==> src/design/dcfifo_pkg.sv <==
// Constants and carriers for the 9-bit dual-port FIFO block.
// Assumes a single 200 MHz clock shared by the write and read ports.
//
// Overview of operation
// - Stores 9-bit words first-in first-out, 256 or 512 words deep.
// - Separate 9-bit input and output data buses.
// - Write on clock edge when primary enable low and secondary high.
// - Held enables write one word every cycle without gaps.
// - Output port has its own two read enables, like the input port.
// - Works with read and write clocks tied; here they share one clock.
// - Reads and writes proceed in the same cycle independently.
// - Flag mode: primary enable alone gates writes, only while not full.
// - Two-enable mode: write when primary low, secondary high, not full.
// - Secondary enable sampled at reset; high selects two-enable mode.
// - Active-low empty, full, almost-empty and almost-full flags.
// - Read only when both read enables low and buffer not empty.
// - Flag mode with load low accesses the offset register instead.
// - Empty flag made on read side, full flag on write side.
// - Reset returns to empty; outside applies reset before first use.
package dcfifo_pkg;
   localparam int DATA_W = 9;
   localparam int DEPTH_SMALL = 256;
   localparam int DEPTH_LARGE = 512;
   localparam int STAGE_DEPTH = 8;
   localparam int OFS_W = 9;
   // Default almost-flag offsets, in words from either end
   localparam logic [OFS_W-1:0] OFS_EMPTY_RST = 9'h007;
   localparam logic [OFS_W-1:0] OFS_FULL_RST = 9'h007;

   typedef logic [DATA_W-1:0] dcfifo_word_t;

   typedef struct packed {
      logic empty_n;
      logic full_n;
      logic almost_empty_n;
      logic almost_full_n;
   } dcfifo_flags_s;

   typedef enum logic [1:0] {
      DCFIFO_MODE_FLAGS = 2'h1,
      DCFIFO_MODE_TWO_WE = 2'h2
   } dcfifo_mode_e;
endpackage

==> src/design/dcfifo_stage.sv <==
// Small valid/ready FIFO used as the output staging buffer.
// Assumes one clock and a synchronous active-high reset.
`timescale 1ns/1ps
module dcfifo_stage #(
   parameter int WIDTH = 9,
   parameter int DEPTH = 8
) (
   // Clock and reset
   input wire logic sys_clk_in,
   input wire logic rst_in,
   // Fill side
   input wire logic in_valid_in,
   output logic in_ready_out,
   input wire logic [WIDTH-1:0] in_data_in,
   // Drain side
   output logic out_valid_out,
   input wire logic out_ready_in,
   output logic [WIDTH-1:0] out_data_out
);
   localparam int AW = $clog2(DEPTH);
   logic [WIDTH-1:0] mem_r [DEPTH];
   logic [AW-1:0] wp_r;
   logic [AW-1:0] rp_r;
   logic [AW:0] cnt_r;
   wire push = in_valid_in && (cnt_r != (AW+1)'(DEPTH));
   wire pop = out_ready_in && (cnt_r != '0);

   assign in_ready_out = (cnt_r != (AW+1)'(DEPTH));
   assign out_valid_out = (cnt_r != '0);
   assign out_data_out = mem_r[rp_r];

   always_ff @(posedge sys_clk_in) begin
      if (push) begin
         mem_r[wp_r] <= in_data_in;
      end
   end

   always_ff @(posedge sys_clk_in) begin
      if (rst_in) begin
         wp_r <= '0;
         rp_r <= '0;
         cnt_r <= '0;
      end else begin
         if (push) wp_r <= AW'(wp_r + 1'b1);
         if (pop) rp_r <= AW'(rp_r + 1'b1);
         cnt_r <= (AW+1)'(cnt_r + push - pop);
      end
   end
endmodule // dcfifo_stage

==> src/design/dcfifo_top.sv <==
// Top of the 9-bit FIFO: write port, storage, flags and read port.
// Assumes both ports run on sys_clk_in (tied-clock use) and that the
// outside applies rst_in before the first access.
`timescale 1ns/1ps
module dcfifo_top #(
   parameter int DEPTH = dcfifo_pkg::DEPTH_SMALL
) (
   // Clock and reset
   input wire logic sys_clk_in,
   input wire logic rst_in,
   // Write port
   input wire logic [dcfifo_pkg::DATA_W-1:0] data_in_bus_in,
   input wire logic write_enable_primary_n_in,
   input wire logic write_enable_secondary_or_offset_load_in,
   // Read port
   input wire logic read_enable_a_n_in,
   input wire logic read_enable_b_n_in,
   input wire logic output_enable_n_in,
   output logic [dcfifo_pkg::DATA_W-1:0] data_out_bus_out,
   output logic [dcfifo_pkg::DATA_W-1:0] data_out_bus_oe_n_out,
   // Flags
   output dcfifo_pkg::dcfifo_flags_s flags_out
);
   localparam int AW = $clog2(DEPTH);
   localparam int CW = AW + 1;
   localparam int SD = dcfifo_pkg::STAGE_DEPTH;

   // ----------------------------------------------------------------
   // Mode strap
   // ----------------------------------------------------------------
   dcfifo_pkg::dcfifo_mode_e mode_r;
   wire strap_two_we = write_enable_secondary_or_offset_load_in;
   wire two_we = (mode_r == dcfifo_pkg::DCFIFO_MODE_TWO_WE);
   wire offset_load_n = write_enable_secondary_or_offset_load_in;

   // Caught by a clocked process while reset is held
   always_ff @(posedge sys_clk_in) begin
      if (rst_in) begin
         mode_r <= strap_two_we ? dcfifo_pkg::DCFIFO_MODE_TWO_WE
                                : dcfifo_pkg::DCFIFO_MODE_FLAGS;
      end
   end

   // ----------------------------------------------------------------
   // Storage and pointers
   // ----------------------------------------------------------------
   dcfifo_pkg::dcfifo_word_t mem_r [DEPTH];
   logic [AW-1:0] wptr_r;
   logic [AW-1:0] rptr_r;
   logic [CW-1:0] count_r;
   logic [dcfifo_pkg::OFS_W-1:0] ofs_empty_r;
   logic [dcfifo_pkg::OFS_W-1:0] ofs_full_r;
   logic ofs_wsel_r;
   logic ofs_rsel_r;

   wire full = (count_r == CW'(DEPTH));
   wire empty = (count_r == '0);
   wire wen_primary = !write_enable_primary_n_in;
   // Flag mode: the primary enable alone gates; load low diverts
   wire wr_flags = wen_primary && offset_load_n && !full;
   wire wr_two = wen_primary && write_enable_secondary_or_offset_load_in
                 && !full;
   wire wr_fire = two_we ? wr_two : wr_flags;
   wire ofs_write = !two_we && wen_primary && !offset_load_n;

   // ----------------------------------------------------------------
   // Read request and output staging
   // ----------------------------------------------------------------
   // The stage buffer decouples the core from the output register so
   // that a stalled output never blocks the write side.
   wire rd_req = !read_enable_a_n_in && !read_enable_b_n_in;
   wire ofs_read = !two_we && rd_req && !offset_load_n;
   wire stg_in_ready;
   wire stg_out_valid;
   dcfifo_pkg::dcfifo_word_t stg_out_data;
   // In two-enable mode the shared pin is a write enable, never a load
   wire rd_gate = two_we || offset_load_n;
   wire rd_core = rd_req && rd_gate && !empty && stg_in_ready;
   logic rd_pend_r;
   wire stg_pop = rd_pend_r && stg_out_valid;
   wire [dcfifo_pkg::OFS_W-1:0] ofs_rdata =
      ofs_rsel_r ? ofs_full_r : ofs_empty_r;

   dcfifo_stage #(
      .WIDTH(dcfifo_pkg::DATA_W),
      .DEPTH(SD)
   ) u_stage (
      .sys_clk_in(sys_clk_in),
      .rst_in(rst_in),
      .in_valid_in(rd_core),
      .in_ready_out(stg_in_ready),
      .in_data_in(mem_r[rptr_r]),
      .out_valid_out(stg_out_valid),
      .out_ready_in(stg_pop),
      .out_data_out(stg_out_data)
   );

   always_ff @(posedge sys_clk_in) begin
      if (wr_fire) begin
         mem_r[wptr_r] <= data_in_bus_in;
      end
   end

   always_ff @(posedge sys_clk_in) begin
      if (rst_in) begin
         wptr_r <= '0;
         rptr_r <= '0;
         count_r <= '0;
      end else begin
         if (wr_fire) wptr_r <= AW'(wptr_r + 1'b1);
         if (rd_core) rptr_r <= AW'(rptr_r + 1'b1);
         count_r <= CW'(count_r + wr_fire - rd_core);
      end
   end

   // Offsets load empty then full, alternating on each offset write
   always_ff @(posedge sys_clk_in) begin
      if (rst_in) begin
         ofs_empty_r <= dcfifo_pkg::OFS_EMPTY_RST;
         ofs_full_r <= dcfifo_pkg::OFS_FULL_RST;
         ofs_wsel_r <= 1'b0;
         ofs_rsel_r <= 1'b0;
      end else begin
         if (ofs_write) begin
            ofs_wsel_r <= !ofs_wsel_r;
            if (ofs_wsel_r) ofs_full_r <= data_in_bus_in;
            else ofs_empty_r <= data_in_bus_in;
         end
         if (ofs_read) ofs_rsel_r <= !ofs_rsel_r;
      end
   end

   // ----------------------------------------------------------------
   // Output register
   // ----------------------------------------------------------------
   // One-cycle pop latency: the stage head is taken the edge after the
   // core read, so data appears two edges after the request.
   always_ff @(posedge sys_clk_in) begin
      if (rst_in) begin
         rd_pend_r <= 1'b0;
         data_out_bus_out <= '0;
         data_out_bus_oe_n_out <= '1;
      end else begin
         rd_pend_r <= 1'b1;
         if (stg_pop) data_out_bus_out <= stg_out_data;
         else if (ofs_read) data_out_bus_out <= ofs_rdata;
         data_out_bus_oe_n_out <=
            {dcfifo_pkg::DATA_W{output_enable_n_in}};
      end
   end

   // ----------------------------------------------------------------
   // Flags
   // ----------------------------------------------------------------
   wire [CW-1:0] count_nxt = CW'(count_r + wr_fire - rd_core);
   wire ae_nxt = (count_nxt <= CW'(ofs_empty_r));
   wire af_nxt = (count_nxt >= CW'(CW'(DEPTH) - CW'(ofs_full_r)));

   always_ff @(posedge sys_clk_in) begin
      if (rst_in) begin
         flags_out <= '{empty_n: 1'b0, full_n: 1'b1,
                        almost_empty_n: 1'b0, almost_full_n: 1'b1};
      end else begin
         flags_out.empty_n <= (count_nxt != '0);
         flags_out.full_n <= (count_nxt != CW'(DEPTH));
         flags_out.almost_empty_n <= !ae_nxt;
         flags_out.almost_full_n <= !af_nxt;
      end
   end

   // ----------------------------------------------------------------
   // Checks
   // ----------------------------------------------------------------
   a_full_blocks_write: assert property (@(posedge sys_clk_in)
      disable iff (rst_in) full |-> !wr_fire)
      else $error("write taken while full");
   a_two_we_write: assert property (@(posedge sys_clk_in)
      disable iff (rst_in) (two_we && wen_primary && !full &&
      write_enable_secondary_or_offset_load_in) |-> wr_fire)
      else $error("two-enable write dropped");
   a_flag_mode_write: assert property (@(posedge sys_clk_in)
      disable iff (rst_in) (!two_we && wen_primary && !full &&
      offset_load_n) |-> wr_fire)
      else $error("flag-mode write dropped");
   a_read_needs_both: assert property (@(posedge sys_clk_in)
      disable iff (rst_in) !rd_req |-> !rd_core)
      else $error("read without both enables");
   a_oe_drives: assert property (@(posedge sys_clk_in)
      disable iff (rst_in) !output_enable_n_in |=>
      data_out_bus_oe_n_out == '0)
      else $error("bus released while enabled");
   a_empty_no_read: assert property (@(posedge sys_clk_in)
      disable iff (rst_in) (empty && !wr_fire) |=> empty)
      else $error("read taken while empty");
   a_write_counts: assert property (@(posedge sys_clk_in)
      disable iff (rst_in) (wr_fire && !rd_core) |=>
      count_r == CW'($past(count_r) + 1'b1))
      else $error("write not counted");
   a_read_counts: assert property (@(posedge sys_clk_in)
      disable iff (rst_in) (rd_core && !wr_fire) |=>
      count_r == CW'($past(count_r) - 1'b1))
      else $error("read not counted");
   a_empty_flag: assert property (@(posedge sys_clk_in)
      disable iff (rst_in) flags_out.empty_n == (count_r != '0))
      else $error("empty flag wrong");
   a_full_flag: assert property (@(posedge sys_clk_in)
      disable iff (rst_in) flags_out.full_n == !full)
      else $error("full flag wrong");
   a_mode_write_gate: assert property (@(posedge sys_clk_in)
      disable iff (rst_in) (two_we &&
      !write_enable_secondary_or_offset_load_in) |-> !wr_fire)
      else $error("write without secondary enable");
   a_reset_clears: assert property (@(posedge sys_clk_in)
      rst_in |=> (count_r == '0 && !flags_out.empty_n))
      else $error("reset did not empty");
   a_oe_follows: assert property (@(posedge sys_clk_in)
      disable iff (rst_in) output_enable_n_in |=>
      data_out_bus_oe_n_out == '1)
      else $error("bus driven while disabled");
endmodule // dcfifo_top

==> config.mk <==
export PLATFORM = sky130hd
export DESIGN_NAME = dcfifo_top
export DESIGN_NICKNAME = d
export VERILOG_FILES = /design/src/design/dcfifo_pkg.sv /design/src/design/dcfifo_stage.sv /design/src/design/dcfifo_top.sv
export SDC_FILE = /design/constraint.sdc
export NUM_CORES = 2
export LEC_CHECK = 0
export BUFFER_PORTS_ARGS = -buffer_cell sky130_fd_sc_hd__buf_2
export CORE_AREA = 2 2 344 602
export DETAILED_ROUTE_END_ITERATION = 6
export DIE_AREA = 0 0 346 604
export HOLD_SLACK_MARGIN = 0.02
export SYNTH_ARGS = -nofsm -noshare
export SYNTH_HDL_FRONTEND = slang
export SYNTH_SLANG_ARGS = --single-unit
==> constraint.sdc <==
create_clock -name sys_clk_in -period 4.4 [get_ports sys_clk_in]
set_input_delay 0.44 -clock sys_clk_in [delete_from_list [all_inputs] [get_ports sys_clk_in]]
set_output_delay 0.44 -clock sys_clk_in [all_outputs]
set_load 0.01 [all_outputs]
After elaboration in Yosys (flattened, before gate mapping)

Memories as Yosys holds them, arrays and structs flattened. A register that Yosys moved wholly into a read port is not among the register bits.
Index checks and enable logic that the tools add are counted.
Widths: inputs -> output; s select.

Bits in registers: 72
Latch bits: 0
Memory bits (writable): 2376
Memory bits (read-only): 0
Input port bits: 16
Output and inout bits: 22
Word-level logic and storage cells: 80
Memories kept: 2

$add $sub $neg: 9
Multiply operators: 0
Divide/modulo/power cells: 0
Order comparisons: 2
Eq/ne operators: 4
Shifts and indexed selects: 0
Muxes and demuxes: 13
Bitwise logic cells: 1
Reductions and logical operators: 31

Memories:

| name          | words | width | rd ports | clocked after Yosys merged registers in | write ports | RTL line           | source |
|---|---|---|---|---|---|---|---|
| mem_r         | 256   | 9     | 1        | 1                                       | 1           | dcfifo_top.sv:47   | `dcfifo_pkg::dcfifo_word_t mem_r [DEPTH];` |
| u_stage.mem_r | 8     | 9     | 1        | 1                                       | 1           | dcfifo_stage.sv:21 | `logic [WIDTH-1:0] mem_r [DEPTH];` |

Operator list:

| kind                | number |
|---|---|
| $mux 9              | 3 |
| $add 8x1->8 const B | 2 |
| $mux 8              | 2 |
| $logic_and 1x1->1   | 13 |
| $logic_not 1->1     | 11 |
| $add 9x1->9         | 1 |
| $eq 9x9->1 const B  | 1 |
| $ge 9x9->1          | 1 |
| $le 9x9->1          | 1 |
| $logic_not 9->1     | 1 |
| $ne 9x9->1 const B  | 1 |
| $reduce_bool 9->1   | 1 |
| $sub 9x1->9         | 1 |
| $sub 9x9->9 const A | 1 |
| $add 3x1->3 const B | 2 |
| $mux 3              | 2 |
| $mux 1              | 5 |
| $add 4x1->4         | 1 |
| $ne 4x4->1 const B  | 1 |
| $reduce_and 2->1    | 2 |
| $reduce_bool 4->1   | 1 |
| $sub 4x1->4         | 1 |
| $eq 2x2->1 const B  | 1 |
| $mux 2              | 1 |
| 3 further kinds     | 3 |

Logic depth before layout (Yosys ltp)

Word-level depth: 8
Depth in mapped cells: 19
Gate-level depth less buffers: 19

Hierarchy

From an unflattened synthesis, not the netlist that was laid out.

Cells, all modules: 4281
Area total of the unflattened synthesis: 95731.8 um2

Modules (own cells, without submodules):

| module       | instances | cells an instance | area each (um2) | sequential area each (um2) |
|---|---|---|---|---|
| dcfifo_top   | 1         | 4097              | 92234.7         | 70607.7 |
| dcfifo_stage | 1         | 184               | 3497.1          | 2422.3 |

Least setup slack after synthesis

Ideal clock, no wire load.

Path kind: flip-flop to flip-flop
From: register count_r[2]
To: register flags_out[0] (netlist bit)
Setup time: 0.060 ns
Arrival: 3.777 ns
Required time: 4.340 ns
Setup slack: 0.562 ns
Stages on the path, launching flop included: 20
Buffers on the path: 0
Period minus slack after synthesis: 3.838 ns
Cell sequence: dfxtp_1 -> inv_1 -> ha_1 -> nor4bb_1 -> a311oi_2 -> inv_1 -> ha_1 -> inv_1 -> ha_1 -> fa_1 -> a21oi_1 -> o221ai_1 -> nor2_1 -> xnor2_1 -> ha_1 -> and3_1 -> a22oi_1 -> o2111ai_1 -> o2bb2ai_1 -> nand2_1

Word-level cells in the longest chain between the ends: 7
Elaborated cells between the ends (all ways): 11
Those cells by class: add/sub (2); order compare (1); eq/ne (1); reduce/logical (7)

Ends and longest elaborated chain:

| element                                                 | RTL line                                             | source |
|---|---|---|
| start, declared                                         | dcfifo_top.sv:50                                     | `logic [CW-1:0] count_r;` |
| start signal, assigned                                  | dcfifo_top.sv:112                                    | `count_r <= CW'(count_r + wr_fire - rd_core);` |
| $eq 9x9->1 / $logic_not 9->1 (equally long branches)    | dcfifo_top.sv:56, dcfifo_top.sv:57                   |  |
| $logic_not 1->1 (on tied branches)                      | dcfifo_top.sv:60, dcfifo_top.sv:62, dcfifo_top.sv:78 |  |
| $logic_and 1x1->1 (on tied branches)                    | dcfifo_top.sv:60, dcfifo_top.sv:62, dcfifo_top.sv:78 |  |
| $add 9x1->9 / $logic_and 1x1->1 (equally long branches) | dcfifo_top.sv:155, dcfifo_top.sv:78                  |  |
| $sub 9x1->9 (*)                                         | dcfifo_top.sv:155                                    | `wire [CW-1:0] count_nxt = CW'(count_r + wr_fire - rd_core);` |
| via count_nxt[6]                                        | dcfifo_top.sv:155                                    |  |
| $ge 9x9->1 (*)                                          | dcfifo_top.sv:157                                    | `wire af_nxt = (count_nxt >= CW'(CW'(DEPTH) - CW'(ofs_full_r)));` |
| $logic_not 1->1 (*)                                     | dcfifo_top.sv:167                                    | `flags_out.almost_full_n <= !af_nxt;` |
| end signal, assigned                                    | dcfifo_top.sv:161                                    | `flags_out <= '{empty_n: 1'b0, full_n: 1'b1,` |
| end, declared                                           | dcfifo_top.sv:22                                     | `output dcfifo_pkg::dcfifo_flags_s flags_out` |

Mark *: on every way through the listed nets, which the timed path passes. The rest lies on a longest branch.
A chain may end at the register's enable or synchronous reset.

Worst setup path after layout

From: register count_r[4]
To: register flags_out[0] (netlist bit)

The elaborated chain is that of the path after synthesis.

==> summary by stage <==
Outcome
The flow ran to the end, and the final reports show no timing, DRC or antenna violations.

STA
Summed over all failing endpoints, the final setup total negative slack is 0 ps. The final-report setup violation count is 0. The maximum frequency from static timing analysis is 241 MHz. The count of final hold-check violations is 0.

Between clock sinks in the finished design, the worst skew comes to about 47 ps. Across all setup checks in the final design, the least slack found is ~250 ps. The worst path needs 4150 ps of the cycle, external delays included. The max-slew violation count is 0. The worst pin sits at a relative slew slack of 21.1%.

The period utilization is 94.3%. For the pin with the worst max-slew slack, the measured transition is 1170 ps.

Floorplan
From left edge to right edge, the die measures approximately 350 um. The die height is 604 um. The initial utilization of the core area, before any placement, comes to between 40% and 50%.

In this run the standard cell core region covers 204,000 um^2. The area of the die is 209,000 um^2. The number of placement rows is 220. In this run the count of I/O pins placed on the die edge is 38.

GRT
For this run the aggregate overflow at the end of global routing stands at 0. The number of global-route vias before repair is around 46,000. Entering global routing, the biggest net connects 140 pins. The number of antenna violations at the first check in global routing is 5. The first global-routing pass estimated 331,000 um of wire.

Across every metal layer, demand over resource in global routing totals between 20% and 30%.

Power
The portion of total power attributed to combinational logic is 10.4%. The share of total power dissipated in sequential elements is 52.7%. The worst-case IR drop observed on VDD is 0.306 mV.

The fraction of power spent switching nets is 22.5%. For this design the total switching power over the nets is 11,100 uW. Internal power comes to 38,200 uW.

The leakage dissipation is 0.0324 uW. For this design the ratio of total power to cell area is 458 nW/um^2. The clock network accounts for 36.9% of the total power.

Min path
The worst min-delay path startpoint is data_in_bus_in[1]. The path type of the worst min-delay path is primary input to register.

Flow run
Max-cap violations in this run came to 0.

Synth
By instance count, the leading cell after synthesis is edfxtp_1. Sequential elements use 76.5% of the synthesized area. The post-synthesis instance total is around 4,200. The per-instance average area after synthesis is about 23 um^2.

The number of synthesized register bits is around 2,500. Ranked by total cell area, the synthesized netlist is headed by edfxtp_1, mux4_2, dfxtp_1. When the netlist entered floorplanning its net count stood at 4,281.

The area of the mapped netlist is ~95,000 um^2. The distinct cell type count of the synthesized netlist is 53. Of all flip-flops after synthesis, the portion carrying an async set or reset was 0%.

The top cell type by area accounts for between 70% and 80% of the synthesized area. During synthesis, Yosys emitted a total of 0 warnings. Among all flip-flop cells after synthesis, the most frequent one is edfxtp_1. In this run, synthesis inferred roughly 2,400 flip-flops with an integrated enable. The most area-hungry cell type in the Yosys netlist is edfxtp_1. By count the netlist is led by edfxtp_1, mux4_2, nor2_1, clkbuf_1, mux2i_1.

Placed design
After legalization and detailed placement, the total HPWL measured around 150,000 um. The count of input and output buffers is 37. The placer's final routability congestion estimate is 0.841. Timing analysis after detailed placement gives a worst setup slack of 185 ps.

Clock network
The number of buffers on the longest clock path is 4. Clock tree synthesis found a total of 2,459 sinks. TritonCTS created between 200 and 250 clock buffers. The total setup buffers inserted after CTS is 0. The number of H-tree branching levels is 4. The clock transition time at the flip-flop clock pins of the worst setup and hold paths is 70 ps. For the worst-skew pair, the clock arrives at the later sink with an insertion delay of 860 ps. The clock tree root buffer cell is clkbuf_16. The clock tree from TritonCTS is built.

Worst setup path
The startpoint identified for the worst register-to-register timing path is count_r[4]. STA puts the critical path data required time at 5190 ps. The worst setup path startpoint is count_r[4].

The largest driver fanout on the critical path is 4. The type of destination of the critical path is a register. The worst setup path is launched from a register.

The critical path in this run is classified as register to register. STA puts the critical path data arrival time at about 4900 ps.

Routing
The mean routed wirelength per cell is 31.0 um. In this run, the number of DRC markers left after iteration 0 of detailed routing was 3,964. The first detailed-routing pass ran for 5 iterations.

The number of nets still failing antenna checks after routing is 0. After detailed routing, the total wire length is 229,000 um. The via density per instance is about 5.9. The detailed router placed 43,400 vias in this run.

After detailed routing, the number of remaining DRC violations is 0.

Final layout
Compared with the post-synthesis result, the final layout area differs by 12.6%. The net total in the final layout is about 4,600. The fraction of layout cells with a size suffix above 1 is 29.4%.
layer usage:
metal  track usage, %  up-vias  part of all wire [%]
met5                0        -                     0
met4             9.19        0                   4.5
met3             2.36      360                   4.0
met2             40.9     1164                    55
met1             25.9    23600                    36
li1                 -    18300                     -
registers in the layout, indices dropped and copies added (netlist names), 3 cells and up, named ones only:
signal,flops
count_r,9
u_stage.wp_r,3
data_out_bus_out,9
ofs_full_r,9
u_stage.cnt_r,4
u_stage.rp_r,3
rptr_r,8
ofs_empty_r,9
u_stage.mem_r,72
wptr_r,8
flags_out,4
mem_r,2304
critical path, stage by stage (launching register included):
cell,delay [ps]
dfxtp_1,350
inv_1,70
ha_1,200
nor4bb_2,170
buf_4,160
a311oi_4,320
inv_1,110
ha_1,330
inv_1,50
ha_1,200
fa_1,440
a21oi_2,200
o221ai_2,140
nor2_2,170
xnor2_2,170
ha_1,300
and3_1,180
a22oi_1,150
o2111ai_1,140
o2bb2ai_1,150
nand2_1,80
area by class of cell:
| type | instances | area, um^2 |
|---|---|---|
| diodes | 1 | 2.50 |
| clock buffers | 269 | 5630 |
| clock inverters | 108 | 936 |
| fillers | 15600 | 96700 |
| inverters | 36 | 135 |
| multi-input cells | 1492 | 21300 |
| flip-flops and latches | 2459 | 73100 |
| well taps | 2664 | 3330 |
| repair buffers | 353 | 3160 |
stage by stage:
stage	std cells	area [um^2]	power, uW	util, %	hold slack (ps)
6_report	7382	108000	49200	52.6	64.0
5_1_grt	7382	108000	50800	52.6	70.4
4_1_cts	7381	107000	49700	52.6	42.1
3_5_place_dp	7001	101000	31600	49.4	511
3_3_place_gp	7001	101000	31500	49.4	502
2_1_floorplan	4226	95500	29700	-	461
cells in the final DEF, fill, tap and decap left out, types with 11 or more instances in the layout:
cell	count
inv_1	36
ha_1	37
clkbuf_16	217
nand3_1	21
xor2_1	25
edfxtp_1	2378
nor2_1	325
mux2i_1	100
clkinv_1	51
dfxtp_1	75
buf_12	40
nor3_1	11
buf_4	273
clkbuf_1	52
clkinv_2	30
and4_1	11
a22oi_1	38
a21oi_1	28
bufinv_16	17
mux4_2	738
nand2_1	50
buf_2	28
xnor2_1	14
timing repair:
action,4_1_cts,5_1_grt
hold buffers,3,0
setup endpoints to repair,0,1
resized for setup,0,6
hold endpoints to repair,24,0
power groups by stage:
stage	clock network (uW)	logic, uW	registers [uW]
after CTS	18500	5170	25900
after floorplan	0	3310	26400
after global placement	0	5090	26400
after detailed placement	0	5150	26500
after global routing	19400	5510	25900
final	18200	5130	25900
cells by family after synthesis:
kind of cell / count (synthesis) / share of synthesized area (%)
compound gates: 102 / 0.755
mux: 838 / 18.5
flops: 2459 / 76.5
simple gates: 472 / 2.10
fa+ha+maj: 39 / 0.527
buf+inv: 275 / 1.29
xor+xnor: 41 / 0.390
final timing paths:
kind | endpoint | slack, ps | cells after the start
setup / recovery | flags_out[0] | 250 | 20
hold / removal | mem_r[238][1] | 60 | 1
setup reg to reg | flags_out[0] | 250 | 20
hold reg to reg | ofs_empty_r[5] | 530 | 2
Note: power is estimated with default switching activity, not from simulation.
